$ cat config.mk
export PLATFORM = sky130hd
export DESIGN_NAME = rpm_pin_mode
export DESIGN_NICKNAME = d
export VERILOG_FILES = /design/src/core/rpm_pkg.sv /design/src/core/rpm_sync.sv /design/src/core/rpm_pin_mode.sv
export SDC_FILE = /design/constraint.sdc
export NUM_CORES = 1
export LEC_CHECK = 0
export ABC_AREA = 0
export BUFFER_PORTS_ARGS = -buffer_cell sky130_fd_sc_hd__buf_2
export CAP_MARGIN = 30
export CORE_UTILIZATION = 52
export CTS_BUF_LIST = sky130_fd_sc_hd__clkbuf_4 sky130_fd_sc_hd__clkbuf_8 sky130_fd_sc_hd__clkbuf_16
export CTS_CLUSTER_DIAMETER = 120
export CTS_CLUSTER_SIZE = 20
export DETAILED_ROUTE_END_ITERATION = 10
export MAX_ROUTING_LAYER = met4
export PLACE_DENSITY = 0.79
export SLEW_MARGIN = 20
export SYNTH_ARGS = -nofsm -noshare
export SYNTH_HDL_FRONTEND = slang
export SYNTH_HIERARCHICAL = 1
export SYNTH_SLANG_ARGS = --single-unit
export TNS_END_PERCENT = 1
$ cat constraint.sdc
create_clock -name i_mclk -period 2.1 [get_ports i_mclk]
set_clock_uncertainty 0.2 [all_clocks]
set_input_delay 0.42 -clock i_mclk [delete_from_list [all_inputs] [get_ports i_mclk]]
set_output_delay 0.42 -clock i_mclk [all_outputs]
set_load 0.01 [all_outputs]
$ cat src/core/rpm_pkg.sv
// Purpose: Shared constants and types for the port 0 RMII pin mode control
// Assumes: APB slave with 32-bit data, one aligned word per register
// Notes:   Offsets are byte addresses
package rpm_pkg;

   // =====================================================================
   // Register offsets
   localparam logic [7:0] RPM_OFS_BASIC_CTRL   = 8'h00;
   localparam logic [7:0] RPM_OFS_SPECIAL_CTRL = 8'h04;
   localparam logic [7:0] RPM_OFS_STATUS       = 8'h08;

   // =====================================================================
   // Basic control field positions and reset values
   localparam int RPM_BC_DUPLEX = 8;
   localparam int RPM_BC_ISO    = 10;
   localparam int RPM_BC_AN     = 12;
   localparam int RPM_BC_SPEED  = 13;
   localparam logic RPM_RST_ISO    = 1'b0;
   localparam logic RPM_RST_AN     = 1'b1;
   localparam logic RPM_RST_SPEED  = 1'b1;
   localparam logic RPM_RST_DUPLEX = 1'b1;

   // =====================================================================
   // Special control field positions and reset values
   localparam int RPM_SC_CLK_DIR = 0;
   localparam int RPM_SC_CLK_STR = 1;
   localparam logic RPM_RST_CLK_DIR = 1'b0;
   localparam logic RPM_RST_CLK_STR = 1'b0;

   // =====================================================================
   // Status field positions
   localparam int RPM_ST_MODE    = 0;
   localparam int RPM_ST_SPEED   = 1;
   localparam int RPM_ST_DUPLEX  = 2;
   localparam int RPM_ST_STRAP   = 4;
   localparam int RPM_ST_SPD_POL = 8;
   localparam int RPM_ST_DUP_POL = 9;
   localparam int RPM_ST_LATCHED = 10;
   localparam int RPM_ST_EDGES   = 16;

   // =====================================================================
   // Strap decode and timing
   localparam int         RPM_STRAP_W        = 3;
   localparam logic [2:0] RPM_STRAP_PHY_CODE = 3'h1;
   localparam logic [1:0] RPM_CAP_DELAY      = 2'h2;
   localparam int         RPM_REFCLK_MHZ     = 50;
   localparam int         RPM_MCLK_MHZ       = 10;
   localparam logic [7:0] RPM_DIV_HALF       = 8'h01;

   typedef enum logic {RPM_MODE_MAC, RPM_MODE_PHY} rpm_mode_t;

endpackage

$ cat src/core/rpm_sync.sv
// Purpose: Two-stage synchroniser for a group of pin inputs
// Assumes: Inputs are asynchronous to i_mclk
// Notes:   Only the second stage is visible outside
`timescale 1ns/1ps
module rpm_sync #(
   parameter int WIDTH = 1
) (
   // Clock and reset
   input  wire logic             i_mclk,
   input  wire logic             i_reset,
   // Data
   input  wire logic [WIDTH-1:0] i_async,
   output logic      [WIDTH-1:0] o_sync
);

   typedef struct packed {
      logic [WIDTH-1:0] meta;
      logic [WIDTH-1:0] stable;
   } rpm_sync_state_t;

   rpm_sync_state_t st;
   rpm_sync_state_t next_st;

   always_comb
   begin
      next_st.meta   = i_async;
      next_st.stable = st.meta;
   end

   always_ff @(posedge i_mclk)
   begin
      if (i_reset)
      begin
         st <= '0;
      end
      else
      begin
         st <= next_st;
      end
   end

   assign o_sync = st.stable;

endmodule // rpm_sync

$ cat src/core/rpm_pin_mode.sv
// Purpose: Port 0 RMII pin modes: valid pin, speed, duplex, reference clock
// Assumes: Straps and pins are asynchronous; tx_en/crs_dv come from i_mclk
// Notes:   All outputs registered; APB answers with one wait state
// Function
// - MAC mode: output valid pin carries TX_EN toward external PHY.
// - PHY mode: output valid pin carries CRS_DV toward external MAC.
// - PHY mode with isolate set: output valid driver is off.
// - MAC mode: speed pin is a live value, followed continuously.
// - Autoneg cleared: speed comes from control register speed bit.
// - Speed pin polarity set by the speed polarity strap.
// - MAC mode: duplex pin is a live value, followed continuously.
// - Autoneg cleared: duplex comes from control register duplex bit.
// - Duplex pin polarity set by the duplex polarity strap.
// - PHY mode: speed and duplex pins are ignored.
// - Reference clock times all port data and valid pins; here the valid pin is registered on i_mclk.
// - Clock direction bit low makes refclk input, high makes output.
// - Refclk as output: input buffer and pull-down off.
// - MAC mode refclk input: pull-down on by default.
// - Refclk output strength from clock strength bit: low weak, high strong.
// - PHY mode isolate: refclk buffer, pull-down, driver all off.
// - Mode strap bit 0 with other strap bits selects port mode.
// - Straps are captured when reset is released.
//
// Our own choices: register access over APB and the placing of the registers.
`timescale 1ns/1ps
module rpm_pin_mode
   import rpm_pkg::*;
#(
   parameter logic [7:0] DIV_HALF = RPM_DIV_HALF
) (
   // Clock and reset
   input  wire logic        i_mclk,
   input  wire logic        i_reset,
   // APB slave
   input  wire logic        i_psel,
   input  wire logic        i_penable,
   input  wire logic        i_pwrite,
   input  wire logic [7:0]  i_paddr,
   input  wire logic [31:0] i_pwdata,
   output logic      [31:0] o_prdata,
   output logic             o_pready,
   output logic             o_pslverr,
   // Strap pins
   input  wire logic [2:0]  i_port_mode_strap,
   input  wire logic        i_speed_pol_strap,
   input  wire logic        i_duplex_pol_strap,
   // Live indication pins
   input  wire logic        i_port_speed_input_pin,
   input  wire logic        i_port_duplex_input_pin,
   // Internal valid sources
   input  wire logic        i_tx_en,
   input  wire logic        i_crs_dv,
   // Output valid pin
   output logic             o_port_out_valid_pin,
   output logic             o_port_out_valid_oe,
   // Reference clock pin
   input  wire logic        i_port_reference_clock_pin,
   output logic             o_port_reference_clock_pin,
   output logic             o_refclk_oe,
   output logic             o_refclk_strong,
   output logic             o_refclk_pulldown_en,
   output logic             o_refclk_inbuf_en,
   // Resolved link state
   output logic             o_port_mode_phy,
   output logic             o_speed_100,
   output logic             o_full_duplex
);

   // =====================================================================
   // State
   typedef struct packed {
      logic             iso;
      logic             an;
      logic             spd;
      logic             dup;
      logic             clk_dir;
      logic             clk_str;
      logic [1:0]       cap_cnt;
      logic             latched;
      logic [2:0]       mode_strap;
      logic             spd_pol;
      logic             dup_pol;
      rpm_mode_t        mode;
      logic             speed;
      logic             duplex;
      logic             ov;
      logic             ov_oe;
      logic             rc_oe;
      logic             rc_out;
      logic             rc_str;
      logic             rc_pd;
      logic             rc_ib;
      logic [7:0]       div_cnt;
      logic             rc_prev;
      logic [15:0]      edges;
      logic             pready;
      logic             pslverr;
      logic [31:0]      prdata;
      logic             rst_q;
   } rpm_state_t;

   rpm_state_t st;
   rpm_state_t next_st;

   logic [2:0] strap_s;
   logic       spd_pol_s, dup_pol_s, speed_s, duplex_s, refclk_s;

   // =====================================================================
   // Pin synchronisers
   rpm_sync #(
      .WIDTH (8)
   ) u_sync (
      .i_mclk  (i_mclk),
      .i_reset (i_reset),
      .i_async ({i_port_mode_strap, i_speed_pol_strap, i_duplex_pol_strap,
                 i_port_speed_input_pin, i_port_duplex_input_pin,
                 i_port_reference_clock_pin}),
      .o_sync  ({strap_s, spd_pol_s, dup_pol_s, speed_s, duplex_s,
                 refclk_s})
   );

   // =====================================================================
   // Next state
   always_comb
   begin
      next_st = st;
      next_st.rst_q = 1'b0;

      // Straps settle through the synchroniser before they are taken
      // capture after release
      if (!st.latched)
      begin
         if (st.cap_cnt == RPM_CAP_DELAY)
         begin
            next_st.latched    = 1'b1;
            next_st.mode_strap = strap_s;
            next_st.spd_pol    = spd_pol_s;
            next_st.dup_pol    = dup_pol_s;
            next_st.mode = (strap_s == RPM_STRAP_PHY_CODE) ? RPM_MODE_PHY
                                                           : RPM_MODE_MAC;
         end
         else
         begin
            next_st.cap_cnt = st.cap_cnt + 2'h1;
         end
      end
      // mode held until reset: nothing else writes it

      if (st.mode == RPM_MODE_MAC && st.an)
      begin
         next_st.speed  = speed_s ^ st.spd_pol;
         next_st.duplex = duplex_s ^ st.dup_pol;
      end
      else
      begin
         next_st.speed  = st.spd;
         next_st.duplex = st.dup;
      end

      next_st.ov    = (st.mode == RPM_MODE_MAC) ? i_tx_en : i_crs_dv;
      next_st.ov_oe = (st.mode == RPM_MODE_MAC) || !st.iso;

      // reference clock pad control
      // Isolate in PHY mode overrides the direction bit on all three
      next_st.rc_oe  = st.clk_dir && !(st.mode == RPM_MODE_PHY && st.iso);
      next_st.rc_pd  = !st.clk_dir && !(st.mode == RPM_MODE_PHY && st.iso);
      next_st.rc_ib  = !st.clk_dir && !(st.mode == RPM_MODE_PHY && st.iso);
      next_st.rc_str = st.clk_str;

      // refclk source when driven; divided from mclk in this model
      if (!st.clk_dir || st.div_cnt == DIV_HALF - 8'h01)
      begin
         next_st.div_cnt = 8'h00;
         next_st.rc_out  = st.clk_dir && !st.rc_out;
      end
      else
      begin
         next_st.div_cnt = st.div_cnt + 8'h01;
      end

      // Rising edges of an incoming refclk, for software to see it running
      next_st.rc_prev = refclk_s;
      if (!st.clk_dir && st.rc_ib && refclk_s && !st.rc_prev)
      begin
         next_st.edges = st.edges + 16'h0001;
      end

      // APB: answer in the second access cycle; write at the pready edge
      next_st.pready  = 1'b0;
      next_st.pslverr = 1'b0;
      if (i_psel && i_penable && !st.pready)
      begin
         next_st.pready = 1'b1;
         next_st.prdata = 32'h0000_0000;
         if (i_paddr == RPM_OFS_BASIC_CTRL)
         begin
            next_st.prdata[RPM_BC_DUPLEX] = st.dup;
            next_st.prdata[RPM_BC_ISO]    = st.iso;
            next_st.prdata[RPM_BC_AN]     = st.an;
            next_st.prdata[RPM_BC_SPEED]  = st.spd;
         end
         else if (i_paddr == RPM_OFS_SPECIAL_CTRL)
         begin
            next_st.prdata[RPM_SC_CLK_DIR] = st.clk_dir;
            next_st.prdata[RPM_SC_CLK_STR] = st.clk_str;
         end
         else if (i_paddr == RPM_OFS_STATUS)
         begin
            next_st.prdata[RPM_ST_MODE]    = (st.mode == RPM_MODE_PHY);
            next_st.prdata[RPM_ST_SPEED]   = st.speed;
            next_st.prdata[RPM_ST_DUPLEX]  = st.duplex;
            next_st.prdata[RPM_ST_STRAP+:RPM_STRAP_W] = st.mode_strap;
            next_st.prdata[RPM_ST_SPD_POL] = st.spd_pol;
            next_st.prdata[RPM_ST_DUP_POL] = st.dup_pol;
            next_st.prdata[RPM_ST_LATCHED] = st.latched;
            next_st.prdata[RPM_ST_EDGES+:16] = st.edges;
         end
         else
         begin
            next_st.pslverr = 1'b1;
         end
      end
      if (i_psel && i_penable && st.pready && i_pwrite)
      begin
         if (i_paddr == RPM_OFS_BASIC_CTRL)
         begin
            next_st.dup = i_pwdata[RPM_BC_DUPLEX];
            next_st.iso = i_pwdata[RPM_BC_ISO];
            next_st.an  = i_pwdata[RPM_BC_AN];
            next_st.spd = i_pwdata[RPM_BC_SPEED];
         end
         else if (i_paddr == RPM_OFS_SPECIAL_CTRL)
         begin
            next_st.clk_dir = i_pwdata[RPM_SC_CLK_DIR];
            next_st.clk_str = i_pwdata[RPM_SC_CLK_STR];
         end
      end
   end

   // =====================================================================
   // Registers
   always_ff @(posedge i_mclk)
   begin
      if (i_reset)
      begin
         st         <= '0;
         st.iso     <= RPM_RST_ISO;
         st.an      <= RPM_RST_AN;
         st.spd     <= RPM_RST_SPEED;
         st.dup     <= RPM_RST_DUPLEX;
         st.clk_dir <= RPM_RST_CLK_DIR;
         st.clk_str <= RPM_RST_CLK_STR;
         st.mode    <= RPM_MODE_MAC;
         st.rst_q   <= 1'b1;
      end
      else
      begin
         st <= next_st;
      end
   end

   assign o_prdata                   = st.prdata;
   assign o_pready                   = st.pready;
   assign o_pslverr                  = st.pslverr;
   assign o_port_out_valid_pin       = st.ov;
   assign o_port_out_valid_oe        = st.ov_oe;
   assign o_port_reference_clock_pin = st.rc_out;
   assign o_refclk_oe                = st.rc_oe;
   assign o_refclk_strong            = st.rc_str;
   assign o_refclk_pulldown_en       = st.rc_pd;
   assign o_refclk_inbuf_en          = st.rc_ib;
   assign o_port_mode_phy            = (st.mode == RPM_MODE_PHY);
   assign o_speed_100                = st.speed;
   assign o_full_duplex              = st.duplex;
endmodule // rpm_pin_mode

==> metrics.txt <==
via count of the first global-routing pass=roughly 2500; Rel. slew slack=between 50% and 60%; gate count of the mapped netlist=~400; fraction of layout cells with a size suffix above 1=approximately a quarter; critical path class=flip-flop to flip-flop; RSZ-0062 raised after global routing=false; Synth Flop Type=dfxtp_1; antenna violations before repair=0; Setup crit end kind=flip-flop; Die Y=roughly 87 µm; area added between synthesis and finish=10.7%; HPWL after DPL=4820 µm; Syn Area/Cell=about 9.6 µm²; Mapped Area=roughly 3800 µm²; Clock Tree Buf Depth=2; total number of yosys warnings=6; worst hold-check path type=input pin to flip-flop; Period minus WS final=about 2.0 ns; Slew Viols, Final=0; later-pin clock latency in the skew report=around 0.35 ns; EDFF count, synth=0; WP data arrival=a little over 2 ns; status=finished, final reports clean; Critical-path top delay cell=or4_4; initial DRC count=roughly 120; Die X=slightly below 90 µm; io pins=99; CTS clock-pin slew for the worst setup and hold paths=0.10 ns; FF-to-FF path depth=4; vias per std cell=approximately 5.1; Synth cell types=44; Post-CTS Setup Inserts=0; Final Wtd Congestion=just under 0.8; Starting Density=a little over half; Layout Nets=between 400 and 500; clock root buffer=clkbuf_8; via count=roughly 2700; CTS tree=built; largest net degree at the start of global routing=57; fmax=between 500 and 600 MHz; delay of the slowest critical-path stage=between 0.5 and 0.6 ns; GRT overflow=0; port bufs=67; hold buffers post-CTS=0; fin crit share=94.5%; reg-to-reg endpoint=st[49]$_SDFFE_PP0P_; max-cap violations=0; H-Tree Level Count=3; Core Region=6910 µm²; Least-Margin Pin Slew=about 0.69 ns; Routed WL per cell=about 13 µm; CTS sink count=93; Pleak=around 1.7 nW; crit path from=st[39]$_SDFFE_PP0P_; Ant. Diodes=0; first-pass GRT wire length=11500 µm; # DRC=0; Post-CTS Resized=0; post-synthesis sequential element count=between 90 and 100; maximum vdd drop=0.523 mV; Final WS setup=approximately 0.11 ns; multi-input logic area=about 1600 µm²; Detail Route Antenna Nets=0; Critical Path End=st[49]$_SDFFE_PP0P_; Pre-Repair DR Iteration Count=4; Async SR Flop Fraction=0%; Sequential Area=roughly 1900 µm²; overall routed net length=6860 µm; reg2reg setup slack=~0.11 ns; crit path launch type=flip-flop; dpl ws=-0.0221 ns; Critical Path Fanout Max=7; Critical Path RT=approximately 2.2 ns; worst r2r src=st[39]$_SDFFE_PP0P_; Num CTS Buffers=9; Util after Layout=between 60 and 70%; GRT Total Usage=20.0%; register area share after synthesis=49.4%; CP Cell Sequence=nand4_1 -> or4_4 -> or3_1 -> a21oi_1; Cell Pwr Density=approximately 770 nW/µm²; final number of setup-violating endpoints=0; Final Hold Vio Count=0; fill cell count=628; Rows=30; die area=about 7600 µm²
stage by stage:
step,instances,cell area [µm²],power [mW],hold WS (ns),TNS [ns]
6_report,533,4170,3.23,0.0676,0
5_1_grt,533,4170,3.37,0.0549,0
4_1_cts,533,4170,3.27,0.0520,0
3_5_place_dp,517,3980,2.14,0.223,-0.0351
3_3_place_gp,517,3980,2.12,0.222,-0.0118
2_1_floorplan,398,3780,2.07,0.215,0
metal layers:
layer	GRT usage [%]	wire (µm)
met4	7.15	89
met3	4.64	228
met1	24.5	3160
met2	32.2	3380
met5	-	0
cells by family (layout without fill, tap and decap cells):
logic type               after synthesis  after routing  share of synthesized area, %
XOR/XNOR                              21             21                          4.88
other                                  1              5                        0.0995
adder cells (fa/ha/maj)                4              4                          1.33
multiplexers                          12             12                          3.19
AND/OR/NAND/NOR                      159            159                          23.3
buffers and inverters                 58             97                          9.76
AO/OA/AOI/OAI                         46             46                          8.10
flip-flops                            93             93                          49.4
layout by cell type (no fill, tap or decap), types with 3 or more instances in the layout:
| master | count |
|---|---|
| dfxtp_1 | 93 |
| inv_1 | 6 |
| buf_4 | 6 |
| nand2_1 | 15 |
| xor2_1 | 13 |
| a21oi_1 | 15 |
| nand4_1 | 6 |
| and2b_2 | 6 |
| buf_2 | 67 |
| nor2b_2 | 7 |
| or3_1 | 6 |
| xnor2_1 | 8 |
| clkbuf_8 | 10 |
| nand3_1 | 12 |
| nor3_1 | 8 |
| ha_1 | 4 |
| or4_4 | 3 |
| a211oi_1 | 3 |
| conb_1 | 5 |
| nor2_1 | 63 |
| nor2b_1 | 9 |
| a22oi_1 | 23 |
| and3_1 | 3 |
| mux2i_1 | 12 |
worst min-delay path by stage:
stage                                       from                      endpoint  slack (ns)  cells after the start
floorplan           u_sync/next_st[3]$_SDFF_PP0_   u_sync/o_sync[3]$_SDFF_PP0_        0.21                      1
global placement    u_sync/next_st[3]$_SDFF_PP0_   u_sync/o_sync[3]$_SDFF_PP0_        0.22                      1
detailed placement  u_sync/next_st[3]$_SDFF_PP0_   u_sync/o_sync[3]$_SDFF_PP0_        0.22                      1
CTS                       i_port_speed_input_pin  u_sync/next_st[2]$_SDFF_PP0_        0.05                      2
global route                   i_speed_pol_strap  u_sync/next_st[4]$_SDFF_PP0_        0.05                      2
finish                    i_port_speed_input_pin  u_sync/next_st[2]$_SDFF_PP0_        0.07                      2
Yosys cell counts (6+ instances only):
cell type | instances | area share [%]
nand3_1 | 12 | 1.6
clkbuf_1 | 13 | 1.3
and2b_2 | 6 | 1.4
xnor2_1 | 8 | 1.9
or3_1 | 6 | 1.0
nand4_1 | 6 | 1.0
mux2i_1 | 12 | 3.2
a22oi_1 | 23 | 4.6
nor2b_2 | 7 | 1.6
nand2_1 | 15 | 1.5
nor2_1 | 63 | 6.3
nor2b_1 | 9 | 1.5
dfxtp_1 | 93 | 49
nor3_1 | 8 | 1.1
inv_1 | 6 | 0.60
a21oi_1 | 15 | 2.0
xor2_1 | 13 | 3.0
buf_4 | 33 | 6.6
power by group:
group / internal (mW) / switching (mW)
registers: 1.81 / 0.0313
logic: 0.116 / 0.140
clock network: 0.483 / 0.643
total: 2.41 / 0.814
registers in the layout, summed over array words and instances, names as in the netlist, 8 cells and up:
register        cells
o_prdata           27
u_sync/o_sync       8
u_sync/next_st      8
st                 38
critical path, delay by kind of cell (launching register included):
kind | cells | cell delay, ns
flops | 1 | 0.46
compound gates | 1 | 0.17
simple gates | 3 | 1.09
layout make-up:
type	count	share of cell area [%]
multi-input combinational	247	37.3
clock buffer	10	3.30
clock inverter	6	1.29
timing repair buffer	75	10.1
tap	96	2.88
inverter	6	0.540
sequential	93	44.6
Note: power is estimated with default switching activity, not from simulation.
